**config.mk**
```make
export PLATFORM = sky130hd
export DESIGN_NAME = gts_talker
export DESIGN_NICKNAME = d
export VERILOG_FILES = /design/src/gts_pkg.sv /design/src/gts_talker.sv
export VERILOG_INCLUDE_DIRS = /design/src
export SDC_FILE = /design/constraint.sdc
export NUM_CORES = 1
export LEC_CHECK = 0
export BUFFER_PORTS_ARGS = -buffer_cell sky130_fd_sc_hd__buf_2
export CORE_MARGIN = 2
export CORE_UTILIZATION = 42
export CTS_CLUSTER_DIAMETER = 60
export DETAILED_ROUTE_END_ITERATION = 6
export GPL_TIMING_DRIVEN = 0
export MAX_ROUTING_LAYER = met4
export PLACE_DENSITY = 0.8
export SYNTH_ARGS = -nofsm -noshare
export SYNTH_HDL_FRONTEND = slang
export SYNTH_SLANG_ARGS = --single-unit
export TNS_END_PERCENT = 30
```
**constraint.sdc**
```tcl
create_clock -name CLK_IN -period 1.73 [get_ports CLK_IN]
set_input_delay 0.173 -clock CLK_IN [delete_from_list [all_inputs] [get_ports CLK_IN]]
set_output_delay 0.173 -clock CLK_IN [all_outputs]
set_load 0.01 [all_outputs]
```
**src/gts_defs.svh**
```systemverilog
`ifndef GTS_DEFS_SVH
`define GTS_DEFS_SVH
// ==========================================================
// Address mode codes
`define GTS_ADDRESS_MODE_REGISTER_NOADDR    8'h30
`define GTS_ADDRESS_MODE_REGISTER_TALK_SET  8'hB0
`define GTS_ADDRESS_MODE_REGISTER_LSTN_SET  8'h70
`define GTS_ADDRESS_MODE_REGISTER_TON       8'h80
`define GTS_ADDRESS_MODE_REGISTER_LON       8'h40
// ==========================================================
// Bit positions
`define GTS_INTERRUPT_STATUS_ONE_ERR_BIT   2
`define GTS_INTERRUPT_STATUS_TWO_ADDRESS_STATUS_CHANGE_FLAG_BIT  0
`define GTS_AUXG_NO_TALK_WITHOUT_LISTENER_BIT  3
`define GTS_AUXA_TRANSMIT_END_ON_MATCH_BIT  3
`define GTS_AUXI_ULTRA_SHORT_DELAY_BIT_BIT  3
`define GTS_AUXB_TRI_BIT   2
// ==========================================================
// Timing
`define GTS_CLK_NS         20
`define GTS_T1_2000_NS     2000
`define GTS_T1_1100_NS     1100
`define GTS_T1_500_NS      500
`define GTS_T1_350_NS      350
`define GTS_CYC(ns)        (((ns) + `GTS_CLK_NS - 1) / `GTS_CLK_NS)
`endif

```
**src/gts_pkg.sv**
```systemverilog
package gts_pkg;
  typedef enum logic [2:0] {GTS_IDLE, GTS_SETTLE, GTS_DAV, GTS_WAIT_NDAC} gts_src_e;
  typedef logic [6:0] gts_cnt_t;
endpackage

```
**src/gts_talker.sv**
```systemverilog
`include "gts_defs.svh"
// Summary of operation
// - Hold on talk/listen addresses raises pass-through flag and DAC holdoff.
// - Host writes B0 then 30; device becomes addressed talker.
// - Host writes 70 then 30; device becomes addressed listener.
// - DAC holdoff on captured command lasts until valid command.
// - Hold on all group commands passes through UCG, ACG, SCG.
// - Talk-only or listen-only mode activates function without controller.
// - Active talker exposes live NDAC and NRFD in bus status.
// - No-talk-without-listener bit blocks sourcing when no listener present.
// - Address status change flag sets when addressed state changes.
// - Data-out flag sets once all listeners accepted the byte.
// - Error flag sets when byte pending in talker with no listener present.
// - Interrupt raised on data-out or error when enabled.
// - Discard empties output register while source idle; clear-error clears error flag unless the error condition still holds.
// - Send-end command before write asserts EOI with that byte.
// - Transmit-end-on-match sends END when byte equals end-of-string.
// - DMA request asserted while enabled, talker active and output register empty.
// - Drive byte, wait T1, then assert DAV.
// - Sequence flag clears on ATN, sets after each byte transfer.
// - Primary mode T1 from ultra-short, transmit-rate and sequence flag.
// - Alternate mode T1 from ultra-short, very-short, short and sequence.
// - Pending byte sent after ATN drops unless discarded.
module gts_talker (
  // Clock and reset
  input  wire logic       CLK_IN,
  input  wire logic       RST_IN,
  // Host configuration
  input  wire logic       ADDRESS_MODE_REGISTER_WR_IN,
  input  wire logic [7:0] ADDRESS_MODE_REGISTER_DATA_IN,
  input  wire logic       HOLD_TALK_ADDR_IN,
  input  wire logic       HOLD_LSTN_ADDR_IN,
  input  wire logic       HOLD_GROUP_IN,
  input  wire logic [7:0] AUX_G_IN,
  input  wire logic [7:0] AUX_A_IN,
  input  wire logic [7:0] AUX_B_IN,
  input  wire logic [7:0] AUX_I_IN,
  input  wire logic       ALT_MODE_IN,
  input  wire logic       VSTD_IN,
  input  wire logic       STD_IN,
  input  wire logic [7:0] EOS_IN,
  input  wire logic       DATA_OUT_IRQ_ENABLE_IN,
  input  wire logic       ERROR_IRQ_ENABLE_IN,
  input  wire logic       DMA_OUT_EN_IN,
  // Host auxiliary command strobes
  input  wire logic       VALID_CMD_IN,
  input  wire logic       DISCARD_CMD_IN,
  input  wire logic       CLEAR_ERR_CMD_IN,
  input  wire logic       SEND_END_CMD_IN,
  input  wire logic       ADDRESS_STATUS_CHANGE_FLAG_CLR_IN,
  input  wire logic       CPT_CLR_IN,
  // Output byte writes, host and DMA
  input  wire logic       OUTPUT_BYTE_REGISTER_WR_IN,
  input  wire logic [7:0] OUTPUT_BYTE_REGISTER_DATA_IN,
  input  wire logic       DMA_ACK_N_IN,
  input  wire logic       DMA_WR_N_IN,
  // Bus pins
  input  wire logic [7:0] DIO_IN,
  input  wire logic       ATN_IN,
  input  wire logic       DAV_IN,
  input  wire logic       NDAC_IN,
  input  wire logic       NRFD_IN,
  output logic      [7:0] DIO_OUT,
  output logic            DIO_OE_OUT,
  output logic            DAV_OUT,
  output logic            EOI_OUT,
  output logic            NDAC_HOLD_OUT,
  // Status
  output logic      [7:0] CAPTURED_COMMAND_REGISTER_OUT,
  output logic            CPT_OUT,
  output logic            TALKER_OUT,
  output logic            LISTENER_OUT,
  output logic            ADDRESS_STATUS_CHANGE_FLAG_OUT,
  output logic            DO_OUT,
  output logic            ERR_OUT,
  output logic      [1:0] BUS_STATUS_OUT,
  output logic            IRQ_OUT,
  output logic            DMA_REQ_OUT,
  output logic            HANDSHAKE_SEQUENCE_FLAG_OUT
);
  // ==========================================================
  // Timing constants
  localparam gts_pkg::gts_cnt_t C2000 = 7'(`GTS_CYC(`GTS_T1_2000_NS));
  localparam gts_pkg::gts_cnt_t C1100 = 7'(`GTS_CYC(`GTS_T1_1100_NS));
  localparam gts_pkg::gts_cnt_t C500  = 7'(`GTS_CYC(`GTS_T1_500_NS));
  localparam gts_pkg::gts_cnt_t C350  = 7'(`GTS_CYC(`GTS_T1_350_NS));

  // T1 selection in both compatibility modes
  function automatic gts_pkg::gts_cnt_t t1_sel(input logic alt, input logic hs, input logic us,
                                               input logic tri_b, input logic vs, input logic st);
    gts_cnt_t_unused_guard: begin end
    if (!alt) begin
      if (!tri_b) t1_sel = C2000;
      else if (!hs) t1_sel = C1100;
      else if (us) t1_sel = C350;
      else t1_sel = C500;
    end else begin
      if (!us && !vs && !st) t1_sel = C2000;
      else if (!hs) t1_sel = st ? C1100 : C2000;
      else if (us) t1_sel = C350;
      else if (vs) t1_sel = C500;
      else t1_sel = C1100;
    end
  endfunction

  // ==========================================================
  // Input synchronisers
  logic [3:0] s1_q, s2_q;
  logic [7:0] dio1_q, dio2_q;
  always_ff @(posedge CLK_IN) begin
    s1_q   <= {ATN_IN, DAV_IN, NDAC_IN, NRFD_IN};
    s2_q   <= s1_q;
    dio1_q <= DIO_IN;
    dio2_q <= dio1_q;
  end
  wire atn  = s2_q[3];
  wire dav  = s2_q[2];
  wire ndac = s2_q[1];
  wire nrfd = s2_q[0];

  // ==========================================================
  // Addressing state
  logic talk_q, lstn_q, ton_q, lon_q, cpt_q, hold_q, address_status_change_flag_q, dav_seen_q;
  logic [7:0] captured_command_register_q;
  wire talk_addr = dio2_q[6:5] == 2'b10 && dio2_q[4:0] != 5'h1F;
  wire lstn_addr = dio2_q[6:5] == 2'b01 && dio2_q[4:0] != 5'h1F;
  wire grp_cmd   = dio2_q[6:4] == 3'b000 || dio2_q[6:4] == 3'b001 || dio2_q[6:5] == 2'b11;
  wire hold_hit  = (HOLD_TALK_ADDR_IN && talk_addr) || (HOLD_LSTN_ADDR_IN && lstn_addr) ||
                   (HOLD_GROUP_IN && grp_cmd);
  wire cmd_new   = atn && dav && !dav_seen_q;
  wire address_mode_register_talk = ADDRESS_MODE_REGISTER_WR_IN && ADDRESS_MODE_REGISTER_DATA_IN == `GTS_ADDRESS_MODE_REGISTER_TALK_SET;
  wire address_mode_register_lstn = ADDRESS_MODE_REGISTER_WR_IN && ADDRESS_MODE_REGISTER_DATA_IN == `GTS_ADDRESS_MODE_REGISTER_LSTN_SET;
  wire talk_d    = address_mode_register_talk ? 1'b1 : talk_q;
  wire lstn_d    = address_mode_register_lstn ? 1'b1 : lstn_q;
  wire ton_d     = ADDRESS_MODE_REGISTER_WR_IN ? ADDRESS_MODE_REGISTER_DATA_IN == `GTS_ADDRESS_MODE_REGISTER_TON : ton_q;
  wire lon_d     = ADDRESS_MODE_REGISTER_WR_IN ? ADDRESS_MODE_REGISTER_DATA_IN == `GTS_ADDRESS_MODE_REGISTER_LON : lon_q;
  wire talker    = talk_q || ton_q;
  // Command capture and DAC holdoff
  always_ff @(posedge CLK_IN) begin
    if (RST_IN) begin
      cpt_q <= 1'b0; hold_q <= 1'b0; captured_command_register_q <= 8'h00; dav_seen_q <= 1'b0;
    end else begin
      dav_seen_q <= atn && dav;
      if (cmd_new && hold_hit) begin
        cpt_q <= 1'b1;
        hold_q <= 1'b1;
        captured_command_register_q <= dio2_q;
      end else begin
        if (CPT_CLR_IN) cpt_q <= 1'b0;
        if (VALID_CMD_IN) hold_q <= 1'b0;
      end
    end
  end
  // Address mode effects
  always_ff @(posedge CLK_IN) begin
    if (RST_IN) begin
      talk_q <= 1'b0; lstn_q <= 1'b0; ton_q <= 1'b0; lon_q <= 1'b0; address_status_change_flag_q <= 1'b0;
    end else begin
      talk_q <= talk_d;
      lstn_q <= lstn_d;
      ton_q <= ton_d;
      lon_q <= lon_d;
      if (talk_d != talk_q || lstn_d != lstn_q || ton_d != ton_q || lon_d != lon_q) address_status_change_flag_q <= 1'b1;
      else if (ADDRESS_STATUS_CHANGE_FLAG_CLR_IN) address_status_change_flag_q <= 1'b0;
    end
  end

  // ==========================================================
  // Output byte register and source handshake
  gts_pkg::gts_src_e st_q;
  gts_pkg::gts_cnt_t cnt_q;
  logic full_q, end_q, do_q, err_q, handshake_sequence_flag_q, end_pend_q;
  logic [7:0] output_byte_register_q;
  wire dma_wr    = DMA_OUT_EN_IN && !DMA_ACK_N_IN && !DMA_WR_N_IN;
  wire byte_wr   = OUTPUT_BYTE_REGISTER_WR_IN || dma_wr;
  wire [7:0] wdat = OUTPUT_BYTE_REGISTER_WR_IN ? OUTPUT_BYTE_REGISTER_DATA_IN : OUTPUT_BYTE_REGISTER_DATA_IN;
  wire listener  = ndac || nrfd;
  wire no_talk_without_listener      = AUX_G_IN[`GTS_AUXG_NO_TALK_WITHOUT_LISTENER_BIT];
  wire may_src   = talker && !atn && full_q && !(no_talk_without_listener && !listener);
  wire eos_hit   = AUX_A_IN[`GTS_AUXA_TRANSMIT_END_ON_MATCH_BIT] && output_byte_register_q == EOS_IN;
  wire gts_pkg::gts_cnt_t t1 = t1_sel(ALT_MODE_IN, handshake_sequence_flag_q, AUX_I_IN[`GTS_AUXI_ULTRA_SHORT_DELAY_BIT_BIT],
                                      AUX_B_IN[`GTS_AUXB_TRI_BIT], VSTD_IN, STD_IN);
  // Source state machine
  always_ff @(posedge CLK_IN) begin
    if (RST_IN) begin
      st_q <= gts_pkg::GTS_IDLE; cnt_q <= 7'h00; full_q <= 1'b0; output_byte_register_q <= 8'h00;
      end_q <= 1'b0; end_pend_q <= 1'b0; do_q <= 1'b0; err_q <= 1'b0; handshake_sequence_flag_q <= 1'b0;
    end else begin
      if (SEND_END_CMD_IN) end_pend_q <= 1'b1;
      if (atn) handshake_sequence_flag_q <= 1'b0;
      if (CLEAR_ERR_CMD_IN) err_q <= 1'b0;
      if (byte_wr) begin
        output_byte_register_q <= wdat; full_q <= 1'b1; do_q <= 1'b0;
        end_q <= end_pend_q; end_pend_q <= 1'b0;
      end
      case (st_q)
        gts_pkg::GTS_IDLE: begin
          if (DISCARD_CMD_IN) full_q <= 1'b0;
          else if (talker && !atn && full_q && !listener) err_q <= 1'b1;
          if (may_src && !DISCARD_CMD_IN && !byte_wr) begin
            st_q <= gts_pkg::GTS_SETTLE; cnt_q <= t1;
          end else if (talker && !full_q && !byte_wr && !do_q) do_q <= 1'b1;
        end
        gts_pkg::GTS_SETTLE: begin
          if (atn) st_q <= gts_pkg::GTS_IDLE;
          else if (cnt_q <= 7'h01 && !nrfd) st_q <= gts_pkg::GTS_DAV;
          else if (cnt_q > 7'h01) cnt_q <= cnt_q - 7'h01;
        end
        gts_pkg::GTS_DAV: begin
          if (atn) st_q <= gts_pkg::GTS_IDLE;
          else if (!ndac) begin
            st_q <= gts_pkg::GTS_WAIT_NDAC;
            full_q <= 1'b0; do_q <= 1'b1; handshake_sequence_flag_q <= 1'b1;
          end
        end
        default: st_q <= gts_pkg::GTS_IDLE;
      endcase
    end
  end

  // ==========================================================
  // Settle time monitor for the T1 checks
  logic [7:0] settle_q;
  gts_pkg::gts_cnt_t t1_lat_q;
  // Cycles spent driving before DAV
  always_ff @(posedge CLK_IN) begin
    if (RST_IN) begin
      settle_q <= 8'h00;
    end else if (st_q != gts_pkg::GTS_SETTLE) begin
      settle_q <= 8'h00;
    end else if (settle_q != 8'hFF) begin
      settle_q <= settle_q + 8'h01;
    end
  end
  // T1 loaded on the way out of idle
  always_ff @(posedge CLK_IN) begin
    if (RST_IN) begin
      t1_lat_q <= 7'h00;
    end else if (st_q == gts_pkg::GTS_IDLE) begin
      t1_lat_q <= t1;
    end
  end

  // ==========================================================
  // Outputs
  wire driving = st_q == gts_pkg::GTS_SETTLE || st_q == gts_pkg::GTS_DAV;
  assign DIO_OUT        = output_byte_register_q;
  assign DIO_OE_OUT     = driving;
  assign DAV_OUT        = st_q == gts_pkg::GTS_DAV;
  assign EOI_OUT        = driving && (end_q || eos_hit);
  assign NDAC_HOLD_OUT  = hold_q;
  assign CAPTURED_COMMAND_REGISTER_OUT       = captured_command_register_q;
  assign CPT_OUT        = cpt_q;
  assign TALKER_OUT     = talker;
  assign LISTENER_OUT   = lstn_q || lon_q;
  assign ADDRESS_STATUS_CHANGE_FLAG_OUT       = address_status_change_flag_q;
  assign DO_OUT         = do_q;
  assign ERR_OUT        = err_q;
  assign BUS_STATUS_OUT = {ndac, nrfd};
  assign IRQ_OUT        = (DATA_OUT_IRQ_ENABLE_IN && do_q) || (ERROR_IRQ_ENABLE_IN && err_q);
  assign DMA_REQ_OUT    = DMA_OUT_EN_IN && talker && !full_q;
  assign HANDSHAKE_SEQUENCE_FLAG_OUT       = handshake_sequence_flag_q;

  // ==========================================================
  // Assertions
  hold_release_a: assert property (@(posedge CLK_IN) disable iff (RST_IN)
    hold_q && !VALID_CMD_IN && !(cmd_new && hold_hit) |=> hold_q) else $error("holdoff dropped early");
  talk_set_a: assert property (@(posedge CLK_IN) disable iff (RST_IN)
    address_mode_register_talk |=> talk_q) else $error("talker not set");
  dav_t1_a: assert property (@(posedge CLK_IN) disable iff (RST_IN)
    $rose(DAV_OUT) |-> $past(DIO_OE_OUT, 2)) else $error("dav before settle");
  dma_req_a: assert property (@(posedge CLK_IN) disable iff (RST_IN)
    DMA_REQ_OUT |-> !full_q) else $error("dma request while full");
  do_set_a: assert property (@(posedge CLK_IN) disable iff (RST_IN)
    DAV_OUT && !ndac && !atn |=> DO_OUT) else $error("data out not set");
  irq_gate_a: assert property (@(posedge CLK_IN) disable iff (RST_IN)
    !DATA_OUT_IRQ_ENABLE_IN && !ERROR_IRQ_ENABLE_IN |-> !IRQ_OUT) else $error("irq while masked");
  no_talk_without_listener_block_a: assert property (@(posedge CLK_IN) disable iff (RST_IN)
    st_q == gts_pkg::GTS_IDLE && no_talk_without_listener && !listener |=> !DIO_OE_OUT) else $error("sourced with no listener");
  handshake_sequence_flag_clear_a: assert property (@(posedge CLK_IN) disable iff (RST_IN)
    atn && !(st_q == gts_pkg::GTS_DAV) |=> !handshake_sequence_flag_q) else $error("sequence flag not cleared");
  cpt_set_a: assert property (@(posedge CLK_IN) disable iff (RST_IN)
    cmd_new && hold_hit |=> cpt_q && hold_q) else $error("pass-through not raised");
  t1_wait_a: assert property (@(posedge CLK_IN) disable iff (RST_IN)
    $rose(DAV_OUT) |-> settle_q >= {1'b0, t1_lat_q}) else $error("dav before T1 elapsed");
  t1_slow_a: assert property (@(posedge CLK_IN) disable iff (RST_IN)
    !ALT_MODE_IN && !AUX_B_IN[`GTS_AUXB_TRI_BIT] |-> t1 == C2000) else $error("slow T1 not selected");
  t1_fast_a: assert property (@(posedge CLK_IN) disable iff (RST_IN)
    !ALT_MODE_IN && AUX_B_IN[`GTS_AUXB_TRI_BIT] && AUX_I_IN[`GTS_AUXI_ULTRA_SHORT_DELAY_BIT_BIT] && handshake_sequence_flag_q |-> t1 == C350)
    else $error("fastest T1 not selected");
  alt_slow_a: assert property (@(posedge CLK_IN) disable iff (RST_IN)
    ALT_MODE_IN && !AUX_I_IN[`GTS_AUXI_ULTRA_SHORT_DELAY_BIT_BIT] && !VSTD_IN && !STD_IN |-> t1 == C2000)
    else $error("alternate slow T1 not selected");
  err_set_a: assert property (@(posedge CLK_IN) disable iff (RST_IN)
    st_q == gts_pkg::GTS_IDLE && talker && !atn && full_q && !listener && !DISCARD_CMD_IN |=> ERR_OUT)
    else $error("error flag not set");
  pend_keep_a: assert property (@(posedge CLK_IN) disable iff (RST_IN)
    driving && atn |=> st_q == gts_pkg::GTS_IDLE && full_q) else $error("pending byte lost under attention");
  discard_a: assert property (@(posedge CLK_IN) disable iff (RST_IN)
    st_q == gts_pkg::GTS_IDLE && DISCARD_CMD_IN |=> !full_q) else $error("pending byte not discarded");
  address_status_change_flag_set_a: assert property (@(posedge CLK_IN) disable iff (RST_IN)
    address_mode_register_talk && !talk_q |=> ADDRESS_STATUS_CHANGE_FLAG_OUT) else $error("address change not flagged");
  byte_sent_c: cover property (@(posedge CLK_IN) disable iff (RST_IN) $rose(DO_OUT));
  err_c: cover property (@(posedge CLK_IN) disable iff (RST_IN) $rose(ERR_OUT));
  hold_c: cover property (@(posedge CLK_IN) disable iff (RST_IN) $fell(hold_q));
  eoi_c: cover property (@(posedge CLK_IN) disable iff (RST_IN) $rose(EOI_OUT));
  dma_c: cover property (@(posedge CLK_IN) disable iff (RST_IN) dma_wr);
endmodule // gts_talker

```
* After elaboration in Yosys (flattened, before gate mapping)
Index checks and enable logic that the tools add are counted.
Widths: inputs -> output; s select.
** Operators by class
- Order comparisons :: 2
- Mux-type cells :: 49
- Add/sub/neg operators :: 1
- Equality and inequality tests :: 22
- Reduce and logical (&&, ||, !) cells :: 68
** Operators with widths (number)
- $mux 7 :: 9
- $logic_and 1x1->1 :: 31
- $mux 1 :: 27
- $mux 6 :: 3
- $eq 8x7->1 const B :: 2
- $eq 8x8->1 const B :: 2
- $mux 3 :: 5
- $logic_not 1->1 :: 14
- $logic_or 1x1->1 :: 14
- $pmux 7 s2 :: 1
- $pmux 3 s3 :: 1
- $eq 8x8->1 :: 1
- $ne 2x2->1 const B :: 4
- $reduce_bool 2->1 :: 4
- $gt 7x1->1 const B :: 1
- $le 7x1->1 const B :: 1
- $sub 7x1->7 const B :: 1
- $eq 3x1->1 const B :: 2
- $logic_not 3->1 :: 2
- $ne 5x5->1 const B :: 1
- $reduce_and 5->1 :: 1
- $eq 2x2->1 const B :: 2
- $mux 4 :: 1
- $ne 1x1->1 :: 4
- 7 further kinds :: 8
** Storage, ports and cells
- Output and inout port bits :: 31
- Register bits after elaboration :: 64
- Word-level logic and storage cells :: 164

* Longest topological paths before layout
Gate-level depths: netlist of run 1.
- Word-level depth :: 10
- Depth in mapped cells :: 8
- Depth with buffers taken out :: 7

* Worst setup path before layout of run 1
No wires, ideal clock.
- Path kind :: reg-to-reg
- Start :: register cnt_q[2]
- End :: register st_q[0]
- Path slack :: -0.163 ns
- Stages on the path, launching flop included :: 6
- Arrival time :: 1.764 ns
- Buffers on the path :: 0
- Setup time :: 0.129 ns
- Required time :: 1.601 ns
- Cell sequence :: dfxtp_1 > or4_4 > or4_4 > a22oi_4 > and2_4 > o31ai_1
** Between the ends
- Word-level cells in the longest chain between the ends :: 4
** RTL lines
- start, declared :: line gts_talker.sv:171 : gts_pkg::gts_cnt_t cnt_q;
- start signal, assigned :: line gts_talker.sv:201 : st_q <= gts_pkg::GTS_SETTLE; cnt_q <= t1;
- start signal, assigned :: line gts_talker.sv:207 : else if (cnt_q > 7'h01) cnt_q <= cnt_q - 7'h01;
- $le 7x1->1 :: line gts_talker.sv:206 : else if (cnt_q <= 7'h01 && !nrfd) st_q <= gts_pkg::GTS_DAV;
- $logic_and 1x1->1 :: line gts_talker.sv:206
- $ne 3x3->1 (no line)
- $reduce_and 3->1 (no line)
- end signal, assigned :: line gts_talker.sv:205 : if (atn) st_q <= gts_pkg::GTS_IDLE;
- end signal, assigned :: line gts_talker.sv:206
- end signal, assigned :: line gts_talker.sv:210 : if (atn) st_q <= gts_pkg::GTS_IDLE;
- end, declared :: line gts_talker.sv:170 : gts_pkg::gts_src_e st_q;
No other way between the ends.
A chain may end at the register's enable or synchronous reset.

* Worst setup path in the final report of run 1
- Start :: register cnt_q[5]
- End :: register cnt_q[0]
** Between the ends
- Word-level cells in the longest chain between the ends :: 4
- Elaborated cells between the ends (all ways) :: 6
** RTL lines (line)
- $le 7x1->1 :: gts_talker.sv:206
- $logic_and 1x1->1 :: gts_talker.sv:206
- $ne 2x2->1 (no line)
- $reduce_and 5->1 (no line) *
Mark *: on every way between the ends. The rest lies on a longest branch, timed or not.

==> results.sh, run 1 <==
export IMPL_status="finished with violations"
export IMPL_violations="negative setup slack"
export IMPL_gp_congestion=0.880
export IMPL_grt_first_pass_wirelength_um=11500
export IMPL_vias_per_cell=5.08
export IMPL_cts_reportedPaths_clkPinSlew_ns=0.07
export IMPL_die_y_um=83.0
export IMPL_n_antenna_cell=0
export IMPL_intPower_mw=3.06
export IMPL_fin_setup_tns_ns=-1.25
export IMPL_crit_chain="or4_4 > o31ai_4 > a21boi_4 > buf_6 > o31a_1 > a311oi_1"
export IMPL_wirelength_um=6850
export IMPL_avgSynthCellArea_sq_um=9.12
export IMPL_grt_usage_pct=20.9
export IMPL_finalCritPeriodShare_pct=109
export IMPL_wl_per_cell_um=14.0
export IMPL_whs_path_depth=3
export IMPL_cp_start_kind="flip-flop"
export IMPL_cts_max_level=3
export IMPL_register_area_sq_um=1280
export IMPL_synthSimpleGateAreaFrac_pct=19.4
export IMPL_hold_path_class="in2reg"
export IMPL_holdCritStartpoint="OUTPUT_BYTE_REGISTER_DATA_IN[1]"
export IMPL_n_fill_cell=484
export IMPL_setup_ws_ns=-0.159
export IMPL_yosysUniqueCellTypes=46
export IMPL_hpwl_um=4570
export IMPL_synth_edf_count=0
export IMPL_power_density_nw_per_um2=1190
export IMPL_async_flop_share_pct=0
export IMPL_start_util_pct=43.7
export IMPL_drc=0
export IMPL_dieArea_sq_um=6880
export IMPL_die_x_um=83.0
export IMPL_rows=28
export IMPL_combinationalPowerShare_pct=29.8
export IMPL_clockBufferDepth=2
export IMPL_max_stage_delay_ns=0.55
export IMPL_drtIter0Drc=149
export IMPL_final_util_pct=62.6
export IMPL_io_buffer_count=90
export IMPL_cts_tree="yes"
export IMPL_synth_top_family_by_area="simple AND/OR/NAND/NOR gates"
export IMPL_hold_viol=0
export IMPL_synth_area_mux_share_pct=3.44
export IMPL_ios=120
export IMPL_clkPwrFrac_pct=32.7
export IMPL_drive_gt1_share_pct=38.0
export IMPL_skew_ns=0.00420
export IMPL_core_sq_um=5990
export IMPL_maxSlewViolCount=0
export IMPL_reg2reg_to="cnt_q[0]$_SDFFE_PP0P_"
export IMPL_setup_violations=10
export IMPL_p_sw_share_pct=31.1
export IMPL_multiInputGateArea_sq_um=1390
export IMPL_synth_area_sq_um=2620
export IMPL_required_ns=1.93
export IMPL_rsz0062_at_grt="true"
export IMPL_cts_buffers=9
export IMPL_synth_seq_area_share_pct=48.2
export IMPL_rr_startpoint="cnt_q[5]$_SDFFE_PP0P_"
export IMPL_power_leakage_nw=1.66
export IMPL_clk_latency_ns=0.34
export IMPL_syn_num_nets=384
export IMPL_reg2reg_slack_ns=-0.16
export IMPL_areaGrowthSynthToFinish_pct=43.2
export IMPL_hold_end="DIO_OUT[1]$_SDFFE_PP0P_"
export IMPL_syn_inst=287
export IMPL_drtPass1Iterations=4
export IMPL_synth_xor_area_share_pct=4.01
export IMPL_cp_arrival_ns=2.09
export IMPL_antenna_found_initial=0
export IMPL_crit_type="reg2reg"
export IMPL_cp_max_fo=3
export IMPL_synth_most_common_cell="dfxtp_1"
export IMPL_ys_top_cells_by_count="dfxtp_1 (63), a21oi_1 (29), nand2_1 (27), nor2_1 (27), inv_1 (18)"
export IMPL_clock_sinks=63
export IMPL_dr_total_vias=2480
export IMPL_synth_area_top_cells="dfxtp_1 (48%), a21oi_1 (5.5%), nand2_1 (3.9%), nor2_1 (3.9%), ha_1 (3.8%)"
export IMPL_critPathBufInv=1
export IMPL_yosysWarnings=0
export IMPL_critical_path_top_delay_family="compound AO/OA/AOI/OAI gates"
export IMPL_yosysTopAreaCell="dfxtp_1"
export IMPL_ir_drop_uv=813
export IMPL_clockRootBuffer="clkbuf_8"
export IMPL_synth_fa_ha_area_share_pct=3.82
export IMPL_period_needed_ns=1.89
export IMPL_synthFlopType="dfxtp_1"
export IMPL_worstRegToRegCells=6
export IMPL_synth_compound_area_share_pct=16.9
export IMPL_critPathCaptureType="flip-flop"
export IMPL_seqPwrFrac_pct=37.5
export IMPL_critical_path_slowest_cell="or4_4"
export IMPL_holdWs_ns=0.0645
export IMPL_final_nets=505
export IMPL_synth_top_area_share_pct=48.2
export IMPL_cap_violations=0
export IMPL_grt_max_degree=13
export IMPL_antenna_left=0
export IMPL_first_global_vias=2527
export IMPL_max_slew_margin_pct=51.4
export IMPL_grt_ovfl_total=0
export IMPL_p_sw_mw=1.38
export IMPL_ys_ff_latch=63
export IMPL_fmax_mhz=529
export IMPL_worstMarginPinSlew_ns=0.711
==> worst min-delay path, stage by stage <==
cell	delay [ns]
buf_2	0.10
nand2_1	0.04
a21oi_1	0.05
==> state kept, by name, summed over array words and instances, names as in the netlist <==
name                            cells
ADDRESS_STATUS_CHANGE_FLAG_OUT      1
CAPTURED_COMMAND_REGISTER_OUT       8
CPT_OUT                             1
DIO_OUT                             8
DO_OUT                              1
ERR_OUT                             1
HANDSHAKE_SEQUENCE_FLAG_OUT         1
NDAC_HOLD_OUT                       1
cnt_q                               7
dav_seen_q                          1
dio1_q                              8
dio2_q                              8
end_pend_q                          1
end_q                               1
full_q                              1
lon_q                               1
lstn_q                              1
s1_q                                4
s2_q                                4
st_q                                2
talk_q                              1
ton_q                               1
==> timing repair <==
item,CTS,global route
pin swaps,10,10
hold endpoints to repair,12,0
hold buffers,12,0
setup buffers,7,1
endpoints found under the setup margin,18,19
gates resized for setup,31,16
==> through the flow <==
step	total power [mW]	worst slack [ns]	instances	area, sq um
2_1_floorplan	2.37	-0.0582	287	2620
3_3_place_gp	2.61	-0.180	452	3170
3_5_place_dp	2.62	-0.188	452	3170
4_1_cts	4.32	-0.172	487	3680
5_1_grt	4.64	-0.282	488	3750
6_report	4.44	-0.159	488	3750
==> power by group through the flow <==
stage,combinational [mW],clock (mW),sequential [mW]
final,1.33,1.45,1.66
after global routing,1.43,1.54,1.68
after CTS,1.19,1.47,1.66
after detailed placement,0.930,0,1.69
after global placement,0.924,0,1.69
after floorplan,0.691,0,1.68
==> metal layers <==
metal | track usage (%) | vias to the layer above | share of wire (%)
met5 | - | - | 0
met4 | 9.84 | 0 | 1.5
met3 | 4.27 | 8 | 5.2
met2 | 35.2 | 77 | 53
met1 | 23.7 | 1151 | 40
li1 | - | 1244 | -
==> worst max path at each step <==
stage                                  startpoint                     to  slack, ns  depth (start not counted)
after floorplan             cnt_q[5]$_SDFFE_PP0P_   st_q[0]$_SDFFE_PP0P_      -0.06                          5
after global placement       st_q[1]$_SDFFE_PP0P_  cnt_q[0]$_SDFFE_PP0P_      -0.18                          7
after detailed placement     st_q[1]$_SDFFE_PP0P_  cnt_q[0]$_SDFFE_PP0P_      -0.19                          7
after CTS                 DIO_OUT[1]$_SDFFE_PP0P_                EOI_OUT      -0.17                          6
after global routing      DIO_OUT[1]$_SDFFE_PP0P_                EOI_OUT      -0.28                          6
final                       cnt_q[5]$_SDFFE_PP0P_  cnt_q[0]$_SDFFE_PP0P_      -0.16                          6
==> cells by family (layout without fill, tap and decap cells) <==
family                     Yosys count  in the layout
adders and majority gates            8              8
DFF                                 63             63
and+or+nand+nor                    101            101
xor gates and xnor gates            12             12
buffers and inverters               28            154
muxes                                9              9
AOI/OAI and AO/OA                   66             66
==> final cells by class <==
cell class                      instances  area share, %
Clock inverter                          6           2.47
Multi-Input combinational cell        196           37.1
Timing Repair Buffer                  110           17.0
Inverter                               18           1.80
Clock buffer                           10           3.67
Tap cell                               75           2.50
Buffer                                 10           1.30
Sequential cell                        63           34.1
==> cells in the final DEF (no fill, tap or decap), drive strengths merged, types with 3 or more instances in the layout <==
cell type,n
a2111oi,3
a21boi,3
a21oi,29
a311oi,3
buf,102
clkbuf,16
dfxtp,63
dlygate4sd3,12
ha,8
inv,19
mux2i,9
nand2,27
nand2b,4
nand3,8
nand3b,4
nor2,28
nor2b,4
nor3,7
nor3b,5
nor4,4
o21ai,10
o31ai,3
or4,3
xnor2,4
xor2,8
No activity file was read; power rests on OpenSTA's default activity.
==> run 2: changes to the inputs <==
--- a/config.mk
+++ b/config.mk
@@ -7,7 +7,6 @@
 export NUM_CORES = 1
 export LEC_CHECK = 0
 export BUFFER_PORTS_ARGS = -buffer_cell sky130_fd_sc_hd__buf_2
-export CORE_MARGIN = 2
 export CORE_UTILIZATION = 42
 export CTS_CLUSTER_DIAMETER = 60
 export DETAILED_ROUTE_END_ITERATION = 6
==> results.sh, run 2 (same netlist as run 1, synthesis figures left out) <==
export IMPL_status="finished with violations"
export IMPL_violations="negative setup slack"
export IMPL_max_stage_delay_ns=0.55
export IMPL_reg2reg_to="st_q[0]$_SDFFE_PP0P_"
export IMPL_place_area_sq_um=3170
export IMPL_layout_commonest_cell="buf_2"
export IMPL_drtPass1Iterations=4
export IMPL_max_slew_margin_pct=52.4
export IMPL_clk_latency_ns=0.34
export IMPL_holdWs_ns=0.0680
export IMPL_seqPwrFrac_pct=38.3
export IMPL_crit_top_cell="or4_4"
export IMPL_final_cell_mix="buf_2 (90), dfxtp_1 (50), a21oi_1 (28)"
export IMPL_start_util_pct=44.0
export IMPL_drc=0
export IMPL_dr_total_vias=2520
export IMPL_antenna_found_initial=0
export IMPL_grt_usage_pct=20.7
export IMPL_intPower_mw=3.02
export IMPL_wl_per_cell_um=13.7
export IMPL_final_nets=505
export IMPL_vias_per_cell=5.16
export IMPL_power_mw=4.36
export IMPL_holdCritStartpoint="OUTPUT_BYTE_REGISTER_DATA_IN[5]"
export IMPL_dieArea_sq_um=6550
export IMPL_n_antenna_cell=0
export IMPL_ios=120
export IMPL_cap_violations=0
export IMPL_rsz0062_at_grt="true"
export IMPL_whs_path_depth=3
export IMPL_clkPwrFrac_pct=33.1
export IMPL_cts_reportedPaths_clkPinSlew_ns=0.07
export IMPL_die_x_um=81.0
export IMPL_clockRootBuffer="clkbuf_8"
export IMPL_gp_congestion=0.848
export IMPL_pre_cts_ws_ns=-0.252
export IMPL_io_buffer_count=90
export IMPL_p_sw_mw=1.34
export IMPL_cp_arrival_ns=2.08
export IMPL_cts_tree="yes"
export IMPL_antenna_left=0
export IMPL_cp_max_fo=3
export IMPL_ir_drop_uv=926
export IMPL_combinationalPowerShare_pct=28.6
export IMPL_multiInputGateArea_sq_um=1350
export IMPL_skew_ns=0.00477
export IMPL_drtIter0Drc=121
export IMPL_worstMarginPinSlew_ns=0.696
export IMPL_cp_start_kind="flip-flop"
export IMPL_rows=28
export IMPL_final_util_pct=62.2
export IMPL_clock_sinks=63
export IMPL_grt_max_degree=13
export IMPL_critPathCaptureType="flip-flop"
export IMPL_finalCritPeriodShare_pct=108
export IMPL_areaGrowthSynthToFinish_pct=41.5
export IMPL_setup_violations=10
export IMPL_critical_path_slowest_cell="or4_4"
export IMPL_hold_viol=0
export IMPL_crit_chain="or4_4 > or4_4 > a22oi_4 > and2_4 > o31ai_1"
export IMPL_reg2reg_slack_ns=-0.14
export IMPL_wirelength_um=6690
export IMPL_stdcell_count=488
export IMPL_crit_type="reg2reg"
export IMPL_placedCellCount=452
export IMPL_hpwl_um=4420
export IMPL_required_ns=1.94
export IMPL_period_needed_ns=1.87
export IMPL_hold_path_class="in2reg"
export IMPL_core_sq_um=5960
export IMPL_grt_first_pass_wirelength_um=9850
export IMPL_clockBufferDepth=2
export IMPL_power_density_nw_per_um2=1180
export IMPL_first_global_vias=2226
export IMPL_fmax_mhz=535
export IMPL_maxSlewViolCount=0
export IMPL_cts_max_level=3
export IMPL_p_sw_share_pct=30.7
export IMPL_die_y_um=81.0
export IMPL_hold_end="DIO_OUT[5]$_SDFFE_PP0P_"
export IMPL_cts_buffers=9
export IMPL_drive_gt1_share_pct=37.5
export IMPL_n_fill_cell=487
export IMPL_fin_setup_tns_ns=-0.800
export IMPL_rr_startpoint="cnt_q[5]$_SDFFE_PP0P_"
export IMPL_register_area_sq_um=1280
export IMPL_power_leakage_nw=1.65
export IMPL_grt_ovfl_total=0
export IMPL_setup_ws_ns=-0.139
export IMPL_worstRegToRegCells=5
export IMPL_design_area_sq_um=3710
-- run 2: cell counts in the layout (fill, tap and decap cells not counted) --
No cell type changed its count.
-- run 2: timing repair --
action / 4_1_cts / 5_1_grt
pin swaps: 5 / 6
setup buffers: 3 / 5
resized for setup: 19 / 20
setup endpoints to repair: 20 / 19
hold buffers: 12 / 0
endpoints found under the hold margin: 12 / 0
-- run 2: final cells by class --
type | count | share of cell area (%)
clock inverter | 6 | 2.50
buffer | 10 | 1.32
clock buffer | 10 | 3.71
timing repair buffer | 110 | 17.2
sequential | 63 | 34.5
inverter | 18 | 1.82
tap | 75 | 2.53
multi-input combinational | 196 | 36.4
-- run 2: power by group through the flow --
stage | Sequential (mW) | Clock [mW] | Combinational, mW
after floorplan | 1.68 | 0 | 0.691
after global placement | 1.69 | 0 | 0.922
after detailed placement | 1.69 | 0 | 0.929
after CTS | 1.66 | 1.47 | 1.08
after global routing | 1.68 | 1.54 | 1.33
final | 1.67 | 1.44 | 1.24
-- run 2: critical path, delay by kind of cell (launching register included) --
family,cells,cell delay [ns]
simple gates,3,1.17
compound gates,2,0.25
flops,1,0.32
-- run 2: metal layers --
layer,GRT usage [%],up-vias,share of wire (%)
met5,-,-,0
met1,23.0,1163,41
li1,-,1243,-
met3,5.17,19,4.9
met4,12.5,0,3.2
met2,33.3,95,51
-- run 2: worst max path at each step --
stage                             from               endpoint
2_1_floorplan    cnt_q[5]$_SDFFE_PP0P_   st_q[0]$_SDFFE_PP0P_
3_3_place_gp           s2_q[1]$_DFF_P_  cnt_q[3]$_SDFFE_PP0P_
3_5_place_dp           s2_q[1]$_DFF_P_  cnt_q[3]$_SDFFE_PP0P_
4_1_cts        DIO_OUT[7]$_SDFFE_PP0P_                EOI_OUT
5_1_grt        DIO_OUT[7]$_SDFFE_PP0P_                EOI_OUT
6_report         cnt_q[5]$_SDFFE_PP0P_   st_q[0]$_SDFFE_PP0P_
